--- src/rtl/vcr_pkg.sv ---
// package for the virtualization capability report bank
// assumes software reads the bank by 32-bit register index
package vcr_pkg;
   // register indices
   localparam logic [31:0] VCR_IDX_CZ_MUST = 32'h0000_0486;
   localparam logic [31:0] VCR_IDX_CZ_MAY = 32'h0000_0487;
   localparam logic [31:0] VCR_IDX_CF_MUST = 32'h0000_0488;
   localparam logic [31:0] VCR_IDX_CF_MAY = 32'h0000_0489;
   localparam logic [31:0] VCR_IDX_FLD_LIMIT = 32'h0000_048A;
   localparam logic [31:0] VCR_IDX_TT_CAP = 32'h0000_048C;
   localparam logic [31:0] VCR_IDX_FUNC_ALLOW = 32'h0000_0491;

   // field identifier layout
   localparam int VCR_FLD_RSVD_HI_LSB = 15;
   localparam int VCR_FLD_WIDTH_LSB = 13;
   localparam int VCR_FLD_RSVD_MID = 12;
   localparam int VCR_FLD_TYPE_LSB = 10;
   localparam int VCR_FLD_INDEX_LSB = 1;
   localparam int VCR_FLD_ACCESS_BIT = 0;

   // translation and tag capability bit positions
   localparam int VCR_CAP_XONLY = 0;
   localparam int VCR_CAP_WALK4 = 6;
   localparam int VCR_CAP_UC = 8;
   localparam int VCR_CAP_WB = 14;
   localparam int VCR_CAP_PG2M = 16;
   localparam int VCR_CAP_PG1G = 17;
   localparam int VCR_CAP_TINV = 20;
   localparam int VCR_CAP_AD = 21;
   localparam int VCR_CAP_ADV_INFO = 22;
   localparam int VCR_CAP_SSTK = 23;
   localparam int VCR_CAP_TINV_ONE = 25;
   localparam int VCR_CAP_TINV_ALL = 26;
   localparam int VCR_CAP_GINV = 32;
   localparam int VCR_CAP_GINV_ADDR = 40;
   localparam int VCR_CAP_GINV_ONE = 41;
   localparam int VCR_CAP_GINV_ALL = 42;
   localparam int VCR_CAP_GINV_KEEP = 43;
   localparam int VCR_CAP_PFX_LSB = 48;
   localparam logic [63:0] VCR_CAP_PFX_FIELD = 64'h3F;

   // bits that carry meaning; all others read as zero
   localparam logic [63:0] VCR_CAP_DEF_MASK =
      (64'h1 << VCR_CAP_XONLY) | (64'h1 << VCR_CAP_WALK4) |
      (64'h1 << VCR_CAP_UC) | (64'h1 << VCR_CAP_WB) |
      (64'h1 << VCR_CAP_PG2M) | (64'h1 << VCR_CAP_PG1G) |
      (64'h1 << VCR_CAP_TINV) | (64'h1 << VCR_CAP_AD) |
      (64'h1 << VCR_CAP_ADV_INFO) | (64'h1 << VCR_CAP_SSTK) |
      (64'h1 << VCR_CAP_TINV_ONE) | (64'h1 << VCR_CAP_TINV_ALL) |
      (64'h1 << VCR_CAP_GINV) | (64'h1 << VCR_CAP_GINV_ADDR) |
      (64'h1 << VCR_CAP_GINV_ONE) | (64'h1 << VCR_CAP_GINV_ALL) |
      (64'h1 << VCR_CAP_GINV_KEEP) | (VCR_CAP_PFX_FIELD << VCR_CAP_PFX_LSB);

   // bits of the primary and secondary allow registers
   localparam int VCR_PRIM_SEC_ACT = 63;
   localparam int VCR_SEC_SLT = 33;
   localparam int VCR_SEC_TAG = 37;
   localparam int VCR_SEC_FUNC = 45;

   // implementation constants, plain defaults
   localparam logic [63:0] VCR_CZ_MUST_DEF = 64'h0000_0000_0000_0021;
   localparam logic [63:0] VCR_CZ_MAY_DEF = 64'h0000_0000_FFFF_FFFF;
   localparam logic [63:0] VCR_CF_MUST_DEF = 64'h0000_0000_0000_2000;
   localparam logic [63:0] VCR_CF_MAY_DEF = 64'h0000_0000_003F_FFFF;
   localparam logic [8:0] VCR_FLD_LIMIT_DEF = 9'h01A;
   localparam logic [63:0] VCR_TT_CAP_DEF = 64'h0001_0F01_0673_4141;
   localparam logic [63:0] VCR_FUNC_ALLOW_DEF = 64'h0000_0000_0000_0001;

   // reset value of every flop in the bank
   localparam logic [63:0] VCR_RST_WORD = 64'h0;
endpackage

--- src/rtl/vcr_field_dec.sv ---
// splits a guest control block field identifier into its parts
// assumes a 32-bit identifier and a 9-bit highest index from the bank
module vcr_field_dec (
   input wire logic [31:0] i_enc,
   input wire logic [8:0] i_limit,
   output logic [1:0] o_width,
   output logic [1:0] o_type,
   output logic [8:0] o_index,
   output logic o_high,
   output logic o_ok
);
   import vcr_pkg::*;

   logic rsvd_clear;

   always_comb begin
      o_width = i_enc[VCR_FLD_WIDTH_LSB +: 2];
      o_type = i_enc[VCR_FLD_TYPE_LSB +: 2];
      o_index = i_enc[VCR_FLD_INDEX_LSB +: 9];
      o_high = i_enc[VCR_FLD_ACCESS_BIT];
      rsvd_clear = (i_enc[31:VCR_FLD_RSVD_HI_LSB] == 17'h0) &&
                   !i_enc[VCR_FLD_RSVD_MID];
      o_ok = rsvd_clear && (o_index <= i_limit);
   end
endmodule

--- src/rtl/vcr_regs.sv ---
// read-only capability bank reporting virtualization constraints
// assumes reads and writes by register index, one clock, sync reset
//
// Notes on behaviour
// - must-be-one mask bits force control register zero bits high when active.
// - may-be-one mask zeros force control register zero bits low when active.
// - zero-register masks consistent: must-be-one bits also set in may-be-one.
// - control register four bits forced by its two masks while active.
// - control register four masks consistent in the same way.
// - field identifier: width 14:13, type 11:10, index 9:1, access bit 0.
// - field index limit gives highest index in 9:1, other bits zero.
// - capability bit 0 reports execute-only translations.
// - capability bit 6 reports four-level page walk.
// - bits 8 and 14 report uncacheable and write-back structure types.
// - bits 16 and 17 report 2-Mbyte and 1-Gbyte mappings.
// - bits 20, 25, 26 report translation invalidate and its types.
// - bits 21, 22, 23 report dirty flags, exit info, shadow-stack control.
// - bit 32 and bits 40-43 report tag invalidate and its types.
// - bits 53:48 give maximum hypervisor linear translation prefix size.
// - reserved capability bits always read as zero.
// - capability register exists only with secondary activate and slt or tag.
// - entry fails when a disallowed function bit is set and both enables on.
// - function allow register exists only with secondary activate and bit 45.
module vcr_regs #(
   parameter logic [63:0] P_CZ_MUST = vcr_pkg::VCR_CZ_MUST_DEF,
   parameter logic [63:0] P_CZ_MAY = vcr_pkg::VCR_CZ_MAY_DEF,
   parameter logic [63:0] P_CF_MUST = vcr_pkg::VCR_CF_MUST_DEF,
   parameter logic [63:0] P_CF_MAY = vcr_pkg::VCR_CF_MAY_DEF,
   parameter logic [8:0] P_FLD_LIMIT = vcr_pkg::VCR_FLD_LIMIT_DEF,
   parameter logic [63:0] P_TT_CAP = vcr_pkg::VCR_TT_CAP_DEF,
   parameter logic [63:0] P_FUNC_ALLOW = vcr_pkg::VCR_FUNC_ALLOW_DEF
) (
   input wire logic i_clk,
   input wire logic i_rst,
   input wire logic i_rd_en,
   input wire logic [31:0] i_rd_index,
   output logic o_rd_valid,
   output logic [63:0] o_rd_data,
   output logic o_rd_fault,
   input wire logic i_wr_en,
   input wire logic [31:0] i_wr_index,
   output logic o_wr_fault,
   input wire logic [63:0] i_primary_allow,
   input wire logic [63:0] i_secondary_allow,
   input wire logic i_virt_active,
   input wire logic i_ctl0_wr_en,
   input wire logic [63:0] i_ctl0_wr_data,
   output logic [63:0] o_ctl0,
   input wire logic i_ctl4_wr_en,
   input wire logic [63:0] i_ctl4_wr_data,
   output logic [63:0] o_ctl4,
   input wire logic [31:0] i_fld_enc,
   output logic [1:0] o_fld_width,
   output logic [1:0] o_fld_type,
   output logic [8:0] o_fld_index,
   output logic o_fld_high,
   output logic o_fld_ok,
   input wire logic i_entry_req,
   input wire logic [63:0] i_func_ctrl,
   input wire logic i_sec_activate,
   input wire logic i_func_enable,
   output logic o_entry_done,
   output logic o_entry_fail
);
   import vcr_pkg::*;

   // may-be-one masks always cover the must-be-one masks
   localparam logic [63:0] CZ_MAY = P_CZ_MAY | P_CZ_MUST;
   localparam logic [63:0] CF_MAY = P_CF_MAY | P_CF_MUST;
   localparam logic [63:0] LIMIT_WORD = {54'h0, P_FLD_LIMIT, 1'b0};
   localparam logic [63:0] TT_CAP = P_TT_CAP & VCR_CAP_DEF_MASK;

   logic rd_valid_q;
   logic [63:0] rd_data_q;
   logic rd_fault_q;
   logic wr_fault_q;
   logic [63:0] ctl0_q;
   logic [63:0] ctl4_q;
   logic [1:0] fld_width_q;
   logic [1:0] fld_type_q;
   logic [8:0] fld_index_q;
   logic fld_high_q;
   logic fld_ok_q;
   logic entry_done_q;
   logic entry_fail_q;
   logic cap_exists;
   logic func_exists;
   logic rd_hit;
   logic [63:0] rd_word;
   logic [1:0] dec_width;
   logic [1:0] dec_type;
   logic [8:0] dec_index;
   logic dec_high;
   logic dec_ok;
   logic func_bad;

   // apply a must-be-one / may-be-one mask pair to a value
   function automatic logic [63:0] fix_bits(input logic [63:0] v,
                                            input logic [63:0] must,
                                            input logic [63:0] may);
      return (v | must) & may;
   endfunction

   assign cap_exists = i_primary_allow[VCR_PRIM_SEC_ACT] &&
      (i_secondary_allow[VCR_SEC_SLT] || i_secondary_allow[VCR_SEC_TAG]);
   assign func_exists = i_primary_allow[VCR_PRIM_SEC_ACT] &&
      i_secondary_allow[VCR_SEC_FUNC];

   // read decode; absent or unknown indices fault
   always_comb begin
      rd_hit = 1'b1;
      rd_word = VCR_RST_WORD;
      case (i_rd_index)
         VCR_IDX_CZ_MUST: rd_word = P_CZ_MUST;
         VCR_IDX_CZ_MAY: rd_word = CZ_MAY;
         VCR_IDX_CF_MUST: rd_word = P_CF_MUST;
         VCR_IDX_CF_MAY: rd_word = CF_MAY;
         VCR_IDX_FLD_LIMIT: rd_word = LIMIT_WORD;
         VCR_IDX_TT_CAP: begin
            rd_hit = cap_exists;
            rd_word = cap_exists ? TT_CAP : VCR_RST_WORD;
         end
         VCR_IDX_FUNC_ALLOW: begin
            rd_hit = func_exists;
            rd_word = func_exists ? P_FUNC_ALLOW : VCR_RST_WORD;
         end
         default: rd_hit = 1'b0;
      endcase
   end

   always_ff @(posedge i_clk) begin
      if (i_rst) begin
         rd_valid_q <= 1'b0;
         rd_data_q <= VCR_RST_WORD;
         rd_fault_q <= 1'b0;
      end else begin
         rd_valid_q <= i_rd_en && rd_hit;
         rd_data_q <= (i_rd_en && rd_hit) ? rd_word : VCR_RST_WORD;
         rd_fault_q <= i_rd_en && !rd_hit;
      end
   end

   // every write is refused; contents are constants
   always_ff @(posedge i_clk) begin
      if (i_rst) begin
         wr_fault_q <= 1'b0;
      end else begin
         wr_fault_q <= i_wr_en;
      end
   end

   // control register zero, pinned while virtualization is active
   always_ff @(posedge i_clk) begin
      if (i_rst) begin
         ctl0_q <= VCR_RST_WORD;
      end else if (i_ctl0_wr_en) begin
         ctl0_q <= i_virt_active ?
            fix_bits(i_ctl0_wr_data, P_CZ_MUST, CZ_MAY) : i_ctl0_wr_data;
      end else if (i_virt_active) begin
         ctl0_q <= fix_bits(ctl0_q, P_CZ_MUST, CZ_MAY);
      end
   end

   // control register four, same treatment
   always_ff @(posedge i_clk) begin
      if (i_rst) begin
         ctl4_q <= VCR_RST_WORD;
      end else if (i_ctl4_wr_en) begin
         ctl4_q <= i_virt_active ?
            fix_bits(i_ctl4_wr_data, P_CF_MUST, CF_MAY) : i_ctl4_wr_data;
      end else if (i_virt_active) begin
         ctl4_q <= fix_bits(ctl4_q, P_CF_MUST, CF_MAY);
      end
   end

   vcr_field_dec u_dec (
      .i_enc(i_fld_enc),
      .i_limit(P_FLD_LIMIT),
      .o_width(dec_width),
      .o_type(dec_type),
      .o_index(dec_index),
      .o_high(dec_high),
      .o_ok(dec_ok)
   );

   always_ff @(posedge i_clk) begin
      if (i_rst) begin
         fld_width_q <= 2'h0;
         fld_type_q <= 2'h0;
         fld_index_q <= 9'h000;
         fld_high_q <= 1'b0;
         fld_ok_q <= 1'b0;
      end else begin
         fld_width_q <= dec_width;
         fld_type_q <= dec_type;
         fld_index_q <= dec_index;
         fld_high_q <= dec_high;
         fld_ok_q <= dec_ok;
      end
   end

   // entry check on the function controls
   assign func_bad = |(i_func_ctrl & ~P_FUNC_ALLOW);

   always_ff @(posedge i_clk) begin
      if (i_rst) begin
         entry_done_q <= 1'b0;
         entry_fail_q <= 1'b0;
      end else begin
         entry_done_q <= i_entry_req;
         entry_fail_q <= i_entry_req && func_bad &&
                         i_sec_activate && i_func_enable;
      end
   end

   assign o_rd_valid = rd_valid_q;
   assign o_rd_data = rd_data_q;
   assign o_rd_fault = rd_fault_q;
   assign o_wr_fault = wr_fault_q;
   assign o_ctl0 = ctl0_q;
   assign o_ctl4 = ctl4_q;
   assign o_fld_width = fld_width_q;
   assign o_fld_type = fld_type_q;
   assign o_fld_index = fld_index_q;
   assign o_fld_high = fld_high_q;
   assign o_fld_ok = fld_ok_q;
   assign o_entry_done = entry_done_q;
   assign o_entry_fail = entry_fail_q;
endmodule

--- config.mk ---
export PLATFORM = sky130hd
export DESIGN_NAME = vcr_regs
export DESIGN_NICKNAME = d
export VERILOG_FILES = /design/src/rtl/vcr_pkg.sv /design/src/rtl/vcr_field_dec.sv /design/src/rtl/vcr_regs.sv
export SDC_FILE = /design/constraint.sdc
export NUM_CORES = 1
export LEC_CHECK = 0
export BUFFER_PORTS_ARGS = -buffer_cell sky130_fd_sc_hd__buf_2
export CORE_AREA = 3 3 245 247
export DETAILED_ROUTE_END_ITERATION = 10
export DIE_AREA = 0 0 248 250
export HOLD_SLACK_MARGIN = 0.02
export PLACE_DENSITY = 0.39
export REMOVE_ABC_BUFFERS = 1
export SETUP_SLACK_MARGIN = 0.5
export SLEW_MARGIN = 20
export SYNTH_ARGS = -nofsm -noshare
export SYNTH_HDL_FRONTEND = slang
export SYNTH_SLANG_ARGS = --single-unit
--- constraint.sdc ---
create_clock -name i_clk -period 3.3 [get_ports i_clk]
set_input_delay 0.495 -clock i_clk [delete_from_list [all_inputs] [get_ports i_clk]]
set_output_delay 0.495 -clock i_clk [all_outputs]
set_load 0.01 [all_outputs]
## Yosys cells after proc, flatten, opt, wreduce, memory -nomap -nowiden

Cells that the tools add are included.

- Order comparisons: 1
- Eq/ne operators: 7
- Muxes and demuxes: 10
- Bitwise gates (word level): 1
- Reductions and logical operators: 18

Operators by type and width:

| cell | count |
|---|---|
| 64-bit 2-to-1 mux | 6 |
| 49-bit case mux with 7 select lines | 1 |
| 32-bit by 11-bit == test with 1-bit output (second input constant) | 7 |
| 63-bit OR reduction | 1 |
| 49-bit 2-to-1 mux | 1 |
| 17-bit logical NOT | 1 |
| 9-bit by 5-bit <= comparator with 1-bit output (second input constant) | 1 |
| 1-bit logical AND | 9 |
| 5-bit OR reduction | 1 |
| 2-bit nonzero test | 2 |
| 1-bit case mux with 3 select lines | 1 |
| 1-bit logical NOT | 2 |
| 2-bit OR reduction | 1 |
| 1-bit logical OR | 1 |
| 1-bit 2-to-1 mux | 1 |
| 1-bit inverter | 1 |

- Register bits: 212
- Bits of input ports: 426
- Output and inout bits: 212
- Word-level logic and storage cells: 52

## Logic depth before layout (Yosys ltp)

Gate-level depths: netlist of run 1.

- Depth after elaboration: 6
- Depth in mapped cells: 5
- Depth with buffers taken out: 4

## Cells and area by module

From an unflattened synthesis of run 1, not the netlist that was laid out.

- Cells, all modules: 648
- Area total of the unflattened synthesis: 6,428.7 sq um

By module, submodules not included:

| module | times used | cells an instance | area an instance (sq um) | seq. area each (sq um) |
|---|---|---|---|---|
| vcr_regs | 1 | 596 | 6,059.6 | 3,143.0 |
| vcr_field_dec | 1 | 52 | 369.1 | 0.0 |

## Worst setup path before layout of run 1

No wires, ideal clock.

- Path kind: in2reg
- Start: in i_rd_index[9]
- End: reg rd_data_q[4], in the netlist o_rd_data[4]
- Library setup time: 0.088 ns
- Data arrival time: 1.774 ns
- Required time: 3.212 ns
- Setup slack: 1.439 ns
- Stages on the path: 5
- Cells stage by stage: nor4b_2 > nand4_1 > or4b_1 > buf_6 > nor4_4

- Longest elaborated chain between the ends: 6
- Elaborated cells on any way between the ends: 13
- Classes of those cells: eq/ne: 7; mux: 2; bitwise: 1; reduce/logical: 3

RTL lines:

| item | RTL line | RTL |
|---|---|---|
| start, declared | vcr_regs.sv:36 | `input wire logic [31:0] i_rd_index,` |
| 32-bit by 11-bit == test with 1-bit output | vcr_regs.sv:113 | `case (i_rd_index)` |
| 5-bit OR reduction (no source line) | n/a |  |
| 1-bit case mux with 3 select lines | vcr_regs.sv:113 |  |
| 1-bit logical AND | vcr_regs.sv:138 | `rd_data_q <= (i_rd_en && rd_hit) ? rd_word : VCR_RST_WORD;` |
| 1-bit inverter (no source line) | n/a |  |
| 2-bit OR reduction (no source line) | n/a |  |
| end signal, assigned | vcr_regs.sv:138 |  |
| end, declared | vcr_regs.sv:74 | `logic [63:0] rd_data_q;` |

Several ways; a longest one is shown, not always the timed one.
A chain may end at the register's enable or synchronous reset.

==> reports/metrics.cfg, run 1 <==
[outcome]
status = complete, no violations

[detailed_routing]
route.vias.total = 5869
firstDrtPassIters = 4
drt_wl_total_mm = 25.5
drt-initial-drc-count = 156
routed_via_density = 3.25
wl_per_cell_um = 14.1
remaining_drc_errors = 0
drtAntennaViolNets = 0

[worst_setup_path]
crit_slowest_cell = dfxtp_1
cp.required_ns = 2.80
ff2ff_setup_slack_ns = 2.45
cp_cell_sequence = buf_2
critical_path_class = register to output pin
path_depth = 1
critPathLaunch = o_rd_data[19]
r2r_cells = 3
worst-path-buf-inv = 1
crit-reg2reg-launch = o_ctl4[13]
crit_path_start_kind = register
cp_slowest_stage_delay_ns = 0.58
critical_path.top_delay_family = flip-flops
cp_max_fo = 10
cp-end-kind = output pin
cp-endpoint = o_rd_data[7]
r2r-end = o_ctl4[13]
arrival_ns = 1.28

[cts]
root_buffer = clkbuf_16
post_cts_buffers = 0
cts.sinks = 157
cts_tree = done
path_clk_slew_ns = 0.07
cts_buffer_depth = 2
postCtsResizedCells = 0
clock_latency_ns = 0.46
cts_hold_buf = 0
htreeDepth = 4
cts_inserted_buffers = 17

[global_route]
grt_pass1_wl_mm = 35.8
grt_max_degree = 45
track_usage_pct = 8.01
grt_remaining_overflow = 0
antenna_found_initial = 3
grt_pass1_vias = 6002

[cells_and_area]
num_antenna_cells = 0
stdcell_area_mm2 = 0.00963
drive_gt1_share_pct = 48.3
layout.nets = 1453
area_delta_synth_final_pct = 55.6

[pwr]
swShare_pct = 26.7
ir_drop_uv = 385
pwr-share-comb_pct = 12.7
p_leak_nw = 4.81
intPower_mw = 3.35
p_sw_mw = 1.22
clkPwrFrac_pct = 43.4
pwr_density_cell_mw_per_mm2 = 476
sequentialPowerShare_pct = 43.9

[timing]
maxSlewViolCount = 0
fin_crit_ns = 1.77
max_freq_ghz = 0.565
finalHoldViolCount = 0
tns_ns = 0
fin_skew_ns = 0
grt_setup_unrepaired = false
holdWs_ns = 0.248
worstMarginPinSlew_ns = 0.716
slew_headroom_pct = 52.2
finalSetupViolations = 0
fin_crit_sh_pct = 53.7

[synth]
async_flop_share_pct = 0
synthCells = 610
synth_top_family_by_area = multiplexers
synth.largest_area_cell = dfxtp_1
synthAdderAreaFrac_pct = 0
synthTopCellsByArea = dfxtp_1 51%, mux2i_1 20%, nor2_1 8.1%
yosysWarnings = 0
synth.top_cell.area_share_pct = 50.8
synth_flop_cell = dfxtp_1
synth_edf_count = 0
synthMuxAreaShare_pct = 20.4
syn_area_per_cell_um2 = 10.1
syn-cell-area_mm2 = 0.00619
synth_compound_area_share_pct = 1.94
synth_seq_cells = 157
yosys.area_share.xor_xnor_pct = 0
ys_seq_area_share_pct = 50.8
synth.distinct_cells = 40
synth-simple-area-share_pct = 17.8

[placed_design]
io_buffers = 454
gp_congestion = 0.880
dp_hpwl_mm = 20.3
placed_area_mm2 = 0.00905

[run]
cap_viol_max_count = 0

[worst_hold_path]
min_path_cells = 2
hp-class = input pin to register
hold_start = i_fld_enc[10]

[floorplanning]
start_util_pct = 10.7
io_pins = 638
die_h_um = 250
num_rows = 88
dieArea_mm2 = 0.0620
die_width_um = 248
coreArea_mm2 = 0.0578

## final cells by class
| class | instances | area [µm²] |
|---|---|---|
| clock buffers | 21 | 470 |
| clock inverters | 11 | 109 |
| fillers | 6578 | 48200 |
| inverters | 1 | 3.75 |
| multi-input cells | 390 | 2580 |
| flip-flops and latches | 157 | 3140 |
| well taps | 765 | 957 |
| repair buffers | 460 | 2360 |
## metrics by stage
stage	util [%]	instances	setup WS, ns	power [mW]
2_1_floorplan	-	548	1.35	2.26
3_3_place_gp	15.6	1773	1.02	2.64
3_5_place_dp	15.6	1773	1.02	2.65
4_1_cts	16.7	1805	1.42	4.73
5_1_grt	16.7	1805	1.41	4.85
6_report	16.7	1805	1.53	4.58
## worst min-delay path by stage
stage                    endpoint
global route            o_ctl0[4]
global placement       o_ctl0[60]
finish              o_fld_type[0]
detailed placement     o_ctl4[43]
floorplan              o_ctl0[10]
CTS                 o_fld_type[0]
## power groups by stage
stage	registers, mW	clock network, mW	logic, mW
final	2.01	1.98	0.581
after global routing	2.02	2.18	0.644
after CTS	2.01	2.12	0.596
after detailed placement	2.05	0	0.595
after global placement	2.05	0	0.591
after floorplan	2.09	0	0.170
## metal layers
layer / wire, µm / track usage [%]
met1: 9960 / 8.71
met4: 673 / 3.42
met3: 3230 / 4.32
met2: 11600 / 12.9
met5: 27 / 0
## kinds of logic after synthesis
group                  Yosys count
AND/OR/NAND/NOR                221
buffers and inverters           88
multiplexers                   126
flip-flops                     157
AO/OA/AOI/OAI                   17
other                            1
## state kept, by name, indices dropped and copies added (netlist names)
signal,count
o_entry_done,1
o_rd_data,9
o_entry_fail,1
o_ctl0,64
o_fld_ok,1
o_fld_high,1
o_fld_type,2
o_rd_fault,1
o_fld_width,2
o_fld_index,9
o_rd_valid,1
o_ctl4,64
o_wr_fault,1
## synthesized netlist by cell type (all sizes together), types with 2 or more instances
cell type and instances:
a211oi 5, a21oi 3, buf 73, clkbuf 14
dfxtp 157, mux2i 126, nand2 6, nand2b 2
nand3 2, nand4 7, nor2 134, nor2b 20
nor3 6, nor3b 4, nor4 27, nor4b 3
nor4bb 2, o21ai 4, or2 2
## cell usage in the layout, fill, tap and decap left out, drive strengths merged, types with 4 or more instances in the layout
cell type / instances
buf: 460
dfxtp: 157
nor2: 134
mux2i: 126
nor4: 27
conb: 26
clkbuf: 21
nor2b: 20
nand4: 7
nand2: 6
nor3: 6
a211oi: 5
clkinv: 5
o21ai: 4
nor3b: 4
Power figures use the tool's default switching activity.
==> inputs of run 2 (changes only) <==
--- a/config.mk
+++ b/config.mk
@@ -5,10 +5,11 @@
 export SDC_FILE = /design/constraint.sdc
 export NUM_CORES = 1
 export LEC_CHECK = 0
+export ABC_AREA = 1
 export BUFFER_PORTS_ARGS = -buffer_cell sky130_fd_sc_hd__buf_2
-export CORE_AREA = 3 3 245 247
+export CORE_AREA = 3 3 246 248
 export DETAILED_ROUTE_END_ITERATION = 10
-export DIE_AREA = 0 0 248 250
+export DIE_AREA = 0 0 249 251
 export HOLD_SLACK_MARGIN = 0.02
 export PLACE_DENSITY = 0.39
 export REMOVE_ABC_BUFFERS = 1
==> constraint.sdc (replaced) <==
create_clock -name i_clk -period 1.7 [get_ports i_clk]
set_input_delay 0.255 -clock i_clk [delete_from_list [all_inputs] [get_ports i_clk]]
set_output_delay 0.255 -clock i_clk [all_outputs]
set_load 0.01 [all_outputs]
==> reports/metrics.cfg, run 2 <==
[detailed_routing]
routed_via_density = 3.39  ; was 3.25
remaining_drc_errors = 0  ; unchanged
firstDrtPassIters = 4  ; unchanged
drt_wl_total_mm = 29.9  ; was 25.5 mm
drt-initial-drc-count = 250  ; was 156
wl_per_cell_um = 13.6  ; was 14.1 µm
route.vias.total = 7469  ; was 5869
drtAntennaViolNets = 0  ; unchanged

[placed_design]
dp_hpwl_mm = 21.5  ; was 20.3 mm
place_inst = 2000  ; was 1773
gp_congestion = 0.805  ; was 0.880
io_buffers = 454  ; unchanged

[worst_hold_path]
hold_start = i_fld_enc[25]  ; was i_fld_enc[10]
hp-class = input pin to register  ; unchanged
holdPathEnd = o_fld_ok  ; was o_fld_type[0]
min_path_cells = 4  ; was 2

[floorplanning]
start_util_pct = 10.7  ; about the same
die_width_um = 249  ; was 248 µm
die_h_um = 251  ; was 250 µm
dieArea_mm2 = 0.0625  ; was 0.0620 mm²
num_rows = 89  ; was 88
coreArea_mm2 = 0.0587  ; was 0.0578 mm²
io_pins = 638  ; unchanged

[pwr]
p_sw_mw = 2.67  ; was 1.22 mW
clkPwrFrac_pct = 42.1  ; was 43.4%
ir_drop_uv = 764  ; was 385 µV
sequentialPowerShare_pct = 41.3  ; was 43.9%
pwr_density_cell_mw_per_mm2 = 760  ; was 476 mW/mm²
p_leak_nw = 5.65  ; was 4.81 nW
swShare_pct = 27.7  ; was 26.7%
intPower_mw = 6.96  ; was 3.35 mW
pwr-share-comb_pct = 16.5  ; was 12.7%

[worst_setup_path]
crit-reg2reg-launch = o_ctl0[58]  ; was o_ctl4[13]
r2r-end = o_ctl0[58]  ; was o_ctl4[13]
worst-path-buf-inv = 1  ; unchanged
crit_slowest_cell = dfxtp_4  ; was dfxtp_1
critical_path_class = register to output pin  ; unchanged
cp_slowest_stage_delay_ns = 0.40  ; was 0.58 ns
cp_cell_sequence = buf_2  ; unchanged
r2r_cells = 4  ; was 3
arrival_ns = 1.01  ; was 1.28 ns
cp.required_ns = 1.44  ; was 2.80 ns
critical_path.top_delay_family = flip-flops  ; unchanged
crit_path_start_kind = register  ; unchanged
cp_max_fo = 7  ; was 10
ff2ff_setup_slack_ns = 0.89  ; was 2.45 ns
cp-end-kind = output pin  ; unchanged

[synth]
synth.distinct_cells = 30  ; was 40
ys_seq_area_share_pct = 50.2  ; was 50.8%
synthTopCellsByArea = dfxtp_1 50%, nand2_1 10%, nor2_1 9.1%  ; was dfxtp_1 51%, mux2i_1 20%, nor2_1 8.1%
syn_area_per_cell_um2 = 7.60  ; was 10.1 µm²
synth_edf_count = 0  ; unchanged
synth_flop_cell = dfxtp_1  ; unchanged
synth_seq_cells = 157  ; unchanged
synthCells = 824  ; was 610
yosysWarnings = 0  ; unchanged
syn-cell-area_mm2 = 0.00626  ; was 0.00619 mm²
synth.top_cell.area_share_pct = 50.2  ; was 50.8%
async_flop_share_pct = 0  ; unchanged
synth.largest_area_cell = dfxtp_1  ; unchanged
netlist_top_cells_count = 171 x nand2_1, 157 x dfxtp_1, 152 x nor2_1  ; was 157 x dfxtp_1, 134 x nor2_1, 126 x mux2i_1
synth.most_common_cell = nand2_1  ; was dfxtp_1

[cells_and_area]
post-route-util_pct = 21.6  ; was 16.7%
layout.nets = 1838  ; was 1453
area_delta_synth_final_pct = 102  ; was 55.6%
stdcell_count = 2202  ; was 1805
final_common_cell = buf_2  ; unchanged
layout_common_cells = 294 x buf_2, 171 x nand2_1, 159 x buf_6, 148 x nor2_1, 148 x dlygate4sd3_1  ; was 451 x buf_2, 157 x dfxtp_1, 134 x nor2_1, 126 x mux2i_1, 26 x conb_1
drive_gt1_share_pct = 49.8  ; was 48.3%
fill_cells = 6441  ; was 6578

[cts]
cts_buffer_depth = 2  ; unchanged
htreeDepth = 4  ; unchanged
root_buffer = clkbuf_16  ; unchanged
clock_latency_ns = 0.46  ; about the same
cts_tree = done  ; unchanged
cts.sinks = 157  ; unchanged
cts_hold_buf = 148  ; was 0
path_clk_slew_ns = 0.07  ; about the same
cts_inserted_buffers = 17  ; unchanged

[timing]
grt_setup_unrepaired = true  ; was false
maxSlewViolCount = 0  ; unchanged
finalHoldViolCount = 0  ; unchanged
fin_skew_ns = 0  ; unchanged
tns_ns = 0  ; unchanged
fin_crit_ns = 1.27
max_freq_ghz = 0.788
finalSetupViolations = 0  ; unchanged
fin_crit_sh_pct = 74.6

[global_route]
grt_remaining_overflow = 0  ; unchanged
track_usage_pct = 9.38  ; was 8.01%
grt_max_degree = 44  ; was 45
grt_pass1_vias = 7746  ; was 6002
antenna_found_initial = 5  ; was 3
grt_pass1_wl_mm = 44.3  ; was 35.8 mm

[outcome]
status = complete, no violations  ; unchanged

[run]
cap_viol_max_count = 0  ; unchanged

[run 2: layout make-up]
type	instances	area, µm²	area share [%]
clock buffers	19	433	3.42
well taps	773	967	7.63
flip-flops and latches	157	3340	26.4
repair buffers	638	5080	40.1
multi-input cells	551	2500	19.7
inverters	47	176	1.39
clock inverters	13	158	1.24
diodes	4	10.0	0.0790
[run 2: power groups by stage]
stage               Clock [mW]  Sequential [mW]  Combinational [mW]
global placement             0             4.00                1.14
CTS                       4.37             3.97                1.59
detailed placement           0             4.00                1.14
global route              4.45             4.00                1.75
finish                    4.06             3.98                1.59
floorplan                    0             4.08               0.301
[run 2: cells by family after synthesis]
group                  after synthesis  synth area share, %
AO/OA/AOI/OAI                      139                 11.6
AND/OR/NAND/NOR                    386                 26.2
other                                1               0.0599
buffers and inverters              141                 11.9
flip-flops                         157                 50.2
[run 2: what timing repair did]
item | 4_1_cts | 5_1_grt
pin swaps | 0 | 0
setup buffers | 4 | 14
setup endpoints to repair | 186 | 190
gates resized for setup | 302 | 32
hold endpoints to repair | 141 | 1
[run 2: worst max path at each step]
stage,from,to,slack [ns],cells past startpoint
after CTS,o_rd_data[21],o_rd_data[8],0.36,1
final,o_rd_data[21],o_rd_data[6],0.43,1
after global routing,o_rd_data[21],o_rd_data[16],0.37,1
after detailed placement,i_rd_index[14],o_rd_data[13],0.04,10
after global placement,i_rd_index[9],o_rd_data[13],0.06,10
after floorplan,i_ctl0_wr_en,o_ctl0[0],-0.42,4
[run 2: metrics by stage]
stage          instance area [µm²]  hold slack (ns)  total power [mW]  setup WS (ns)
2_1_floorplan                 5790            0.324              4.38         -0.421
3_3_place_gp                  9250            0.450              5.14         0.0584
3_5_place_dp                  9250            0.454              5.15         0.0394
4_1_cts                      12400          -0.0147              9.93          0.363
5_1_grt                      12700           0.0149              10.2          0.367
6_report                     12700           0.0593              9.63          0.431
[run 2: per-layer routing]
metal  routed length, µm  track usage [%]  up-vias
li1                    -                -     3736
met1               12600             10.5     3354
met2               14200             15.9      343
met3                2510             3.70       36
met5                   0                0        -
met4                 699             3.90        0
==> inputs of run 3 (changes only) <==
--- a/config.mk
+++ b/config.mk
@@ -7,9 +7,9 @@
 export LEC_CHECK = 0
 export ABC_AREA = 1
 export BUFFER_PORTS_ARGS = -buffer_cell sky130_fd_sc_hd__buf_2
-export CORE_AREA = 3 3 246 248
+export CORE_AREA = 3 3 250 252
 export DETAILED_ROUTE_END_ITERATION = 10
-export DIE_AREA = 0 0 249 251
+export DIE_AREA = 0 0 253 255
 export HOLD_SLACK_MARGIN = 0.02
 export PLACE_DENSITY = 0.39
 export REMOVE_ABC_BUFFERS = 1
==> constraint.sdc (replaced) <==
create_clock -name i_clk -period 1.05 [get_ports i_clk]
set_input_delay 0.1575 -clock i_clk [delete_from_list [all_inputs] [get_ports i_clk]]
set_output_delay 0.1575 -clock i_clk [all_outputs]
set_load 0.01 [all_outputs]
==> reports/metrics.cfg, run 3 (same netlist as run 2, synthesis figures left out) <==
[outcome]
status = finished, violations left  ; was complete, no violations
violations = negative hold slack, negative setup slack

[cts]
htreeDepth = 4  ; unchanged
cts_buffer_depth = 2  ; unchanged
root_buffer = clkbuf_16  ; unchanged
cts_tree = done  ; unchanged
path_clk_slew_ns = 0.07  ; about the same
clock_latency_ns = 0.47  ; was 0.46 ns
cts_inserted_buffers = 17  ; unchanged
cts.sinks = 157  ; unchanged

[cells_and_area]
layout_common_cells = 262 x buf_2, 208 x buf_6, 133 x dfxtp_2, 121 x nor2_1, 119 x dlygate4sd3_1  ; was 294 x buf_2, 171 x nand2_1, 159 x buf_6, 148 x nor2_1, 148 x dlygate4sd3_1
final_common_cell = buf_2  ; unchanged
drive_gt1_share_pct = 67.5  ; was 49.8%
num_antenna_cells = 0  ; was 4
post-route-util_pct = 24.6  ; was 21.6%
layout.nets = 1889  ; was 1838
area_delta_synth_final_pct = 137  ; was 102%

[timing]
fin_crit_ns = 1.19
finalSetupViolations = 184  ; was 0
grt_setup_unrepaired = true  ; unchanged
fin_crit_sh_pct = 113
max_freq_ghz = 0.840
maxSlewViolCount = 0  ; unchanged
slew_headroom_pct = 54.4
layout_setup_ws_ns = -0.141  ; was 0.431 ns
holdWs_ns = -0.0875  ; was 0.0593 ns
fin_skew_ns = 0  ; unchanged
worstMarginPinSlew_ns = 0.682
finalHoldViolCount = 22  ; was 0

[global_route]
grt_max_degree = 39  ; was 44
grt_pass1_wl_mm = 47.0  ; was 44.3 mm
antenna_found_initial = 0  ; was 5
grt_pass1_vias = 7847  ; was 7746
grt_remaining_overflow = 0  ; unchanged
track_usage_pct = 10.0  ; was 9.38%

[pwr]
p_leak_nw = 6.76  ; was 5.65 nW
total_power_mw = 16.2  ; was 9.63 mW
pwr_density_cell_mw_per_mm2 = 1090  ; was 760 mW/mm²
ir_drop_uv = 1240  ; was 764 µV

[placed_design]
gp_congestion = 0.856  ; was 0.805
dp_hpwl_mm = 23.2  ; was 21.5 mm
io_buffers = 454  ; unchanged

[detailed_routing]
drtAntennaViolNets = 0  ; unchanged
routed_via_density = 3.47  ; was 3.39
route.vias.total = 7825  ; was 7469
drt-initial-drc-count = 235  ; was 250
wl_per_cell_um = 15.5  ; was 13.6 µm
firstDrtPassIters = 4  ; unchanged
remaining_drc_errors = 0  ; unchanged
drt_wl_total_mm = 35.0  ; was 29.9 mm

[floorplanning]
die_width_um = 253  ; was 249 µm
io_pins = 638  ; unchanged
dieArea_mm2 = 0.0645  ; was 0.0625 mm²
num_rows = 90  ; was 89
coreArea_mm2 = 0.0604  ; was 0.0587 mm²
start_util_pct = 10.4  ; was 10.7%
die_h_um = 255  ; was 251 µm

[worst_setup_path]
arrival_ns = 1.03  ; was 1.01 ns
critical_path.top_delay_family = flip-flops  ; unchanged
cp_slowest_stage_delay_ns = 0.41  ; was 0.40 ns
cp.required_ns = 0.89  ; was 1.44 ns
cp-end-kind = output pin  ; unchanged
cp_max_fo = 7  ; unchanged
crit_path_start_kind = register  ; unchanged
worst-path-buf-inv = 1  ; unchanged
crit_slowest_cell = dfxtp_4  ; unchanged
cp_cell_sequence = buf_2  ; unchanged
critical_path_class = register to output pin  ; unchanged

[worst_hold_path]
hp-class = input pin to register  ; unchanged

[run]
cap_viol_max_count = 0  ; unchanged

run 3: timing repair:
item                       in CTS  in global routing
hold endpoints to repair      146                 29
gates resized for setup       488                278
buffers inserted               27                 28
cloned                         13                  2
pin swaps                      96                 77
setup endpoints to repair     327                329
hold buffers                  126                  5
run 3: final timing paths:
path,from,end,slack [ns],cells after the start
worst max-delay path,o_rd_data[31],o_rd_data[24],-0.14,1
worst min-delay path,i_entry_req,o_entry_done,-0.09,3
worst max register to register,o_ctl0[0],o_ctl0[0],0.27,2
worst min register to register,o_ctl4[54],o_ctl4[54],0.47,2
run 3: final cells by class:
type | count | area, µm²
clock buffers | 18 | 439
fillers | 6421 | 45500
multi-input cells | 552 | 3540
well taps | 782 | 978
repair buffers | 688 | 6170
flip-flops and latches | 157 | 3370
clock inverters | 14 | 135
inverters | 47 | 194
run 3: report_power, final:
group          switching, mW  total (mW)  internal (mW)  leakage (nW)
registers              0.218        6.47           6.25          1.35
logic                   1.52        3.46           1.94          5.12
clock network           2.90        6.26           3.37         0.287
run 3: through the flow:
stage          cell area, µm²  setup WS (ns)  setup TNS [ns]  cells
2_1_floorplan            5790         -0.973          -67.54    755
3_3_place_gp             9510         -0.366          -12.29   2033
3_5_place_dp             9510         -0.402          -13.67   2033
4_1_cts                 13600         -0.204          -19.45   2231
5_1_grt                 14800         -0.196          -18.87   2258
6_report                14800         -0.141           -8.21   2258
run 3: per-layer routing:
layer	GRT usage [%]	vias up	wire, µm
li1	-	3842	-
met1	10.8	3606	13600
met2	17.2	335	17300
met3	4.03	42	2880
met4	4.79	0	1220
met5	0	-	0
run 3: worst min-delay path: cells and delay by family:
kind | cells | cell delay, ns
AND/OR/NAND/NOR | 1 | 0.04
buffers and inverters | 2 | 0.13
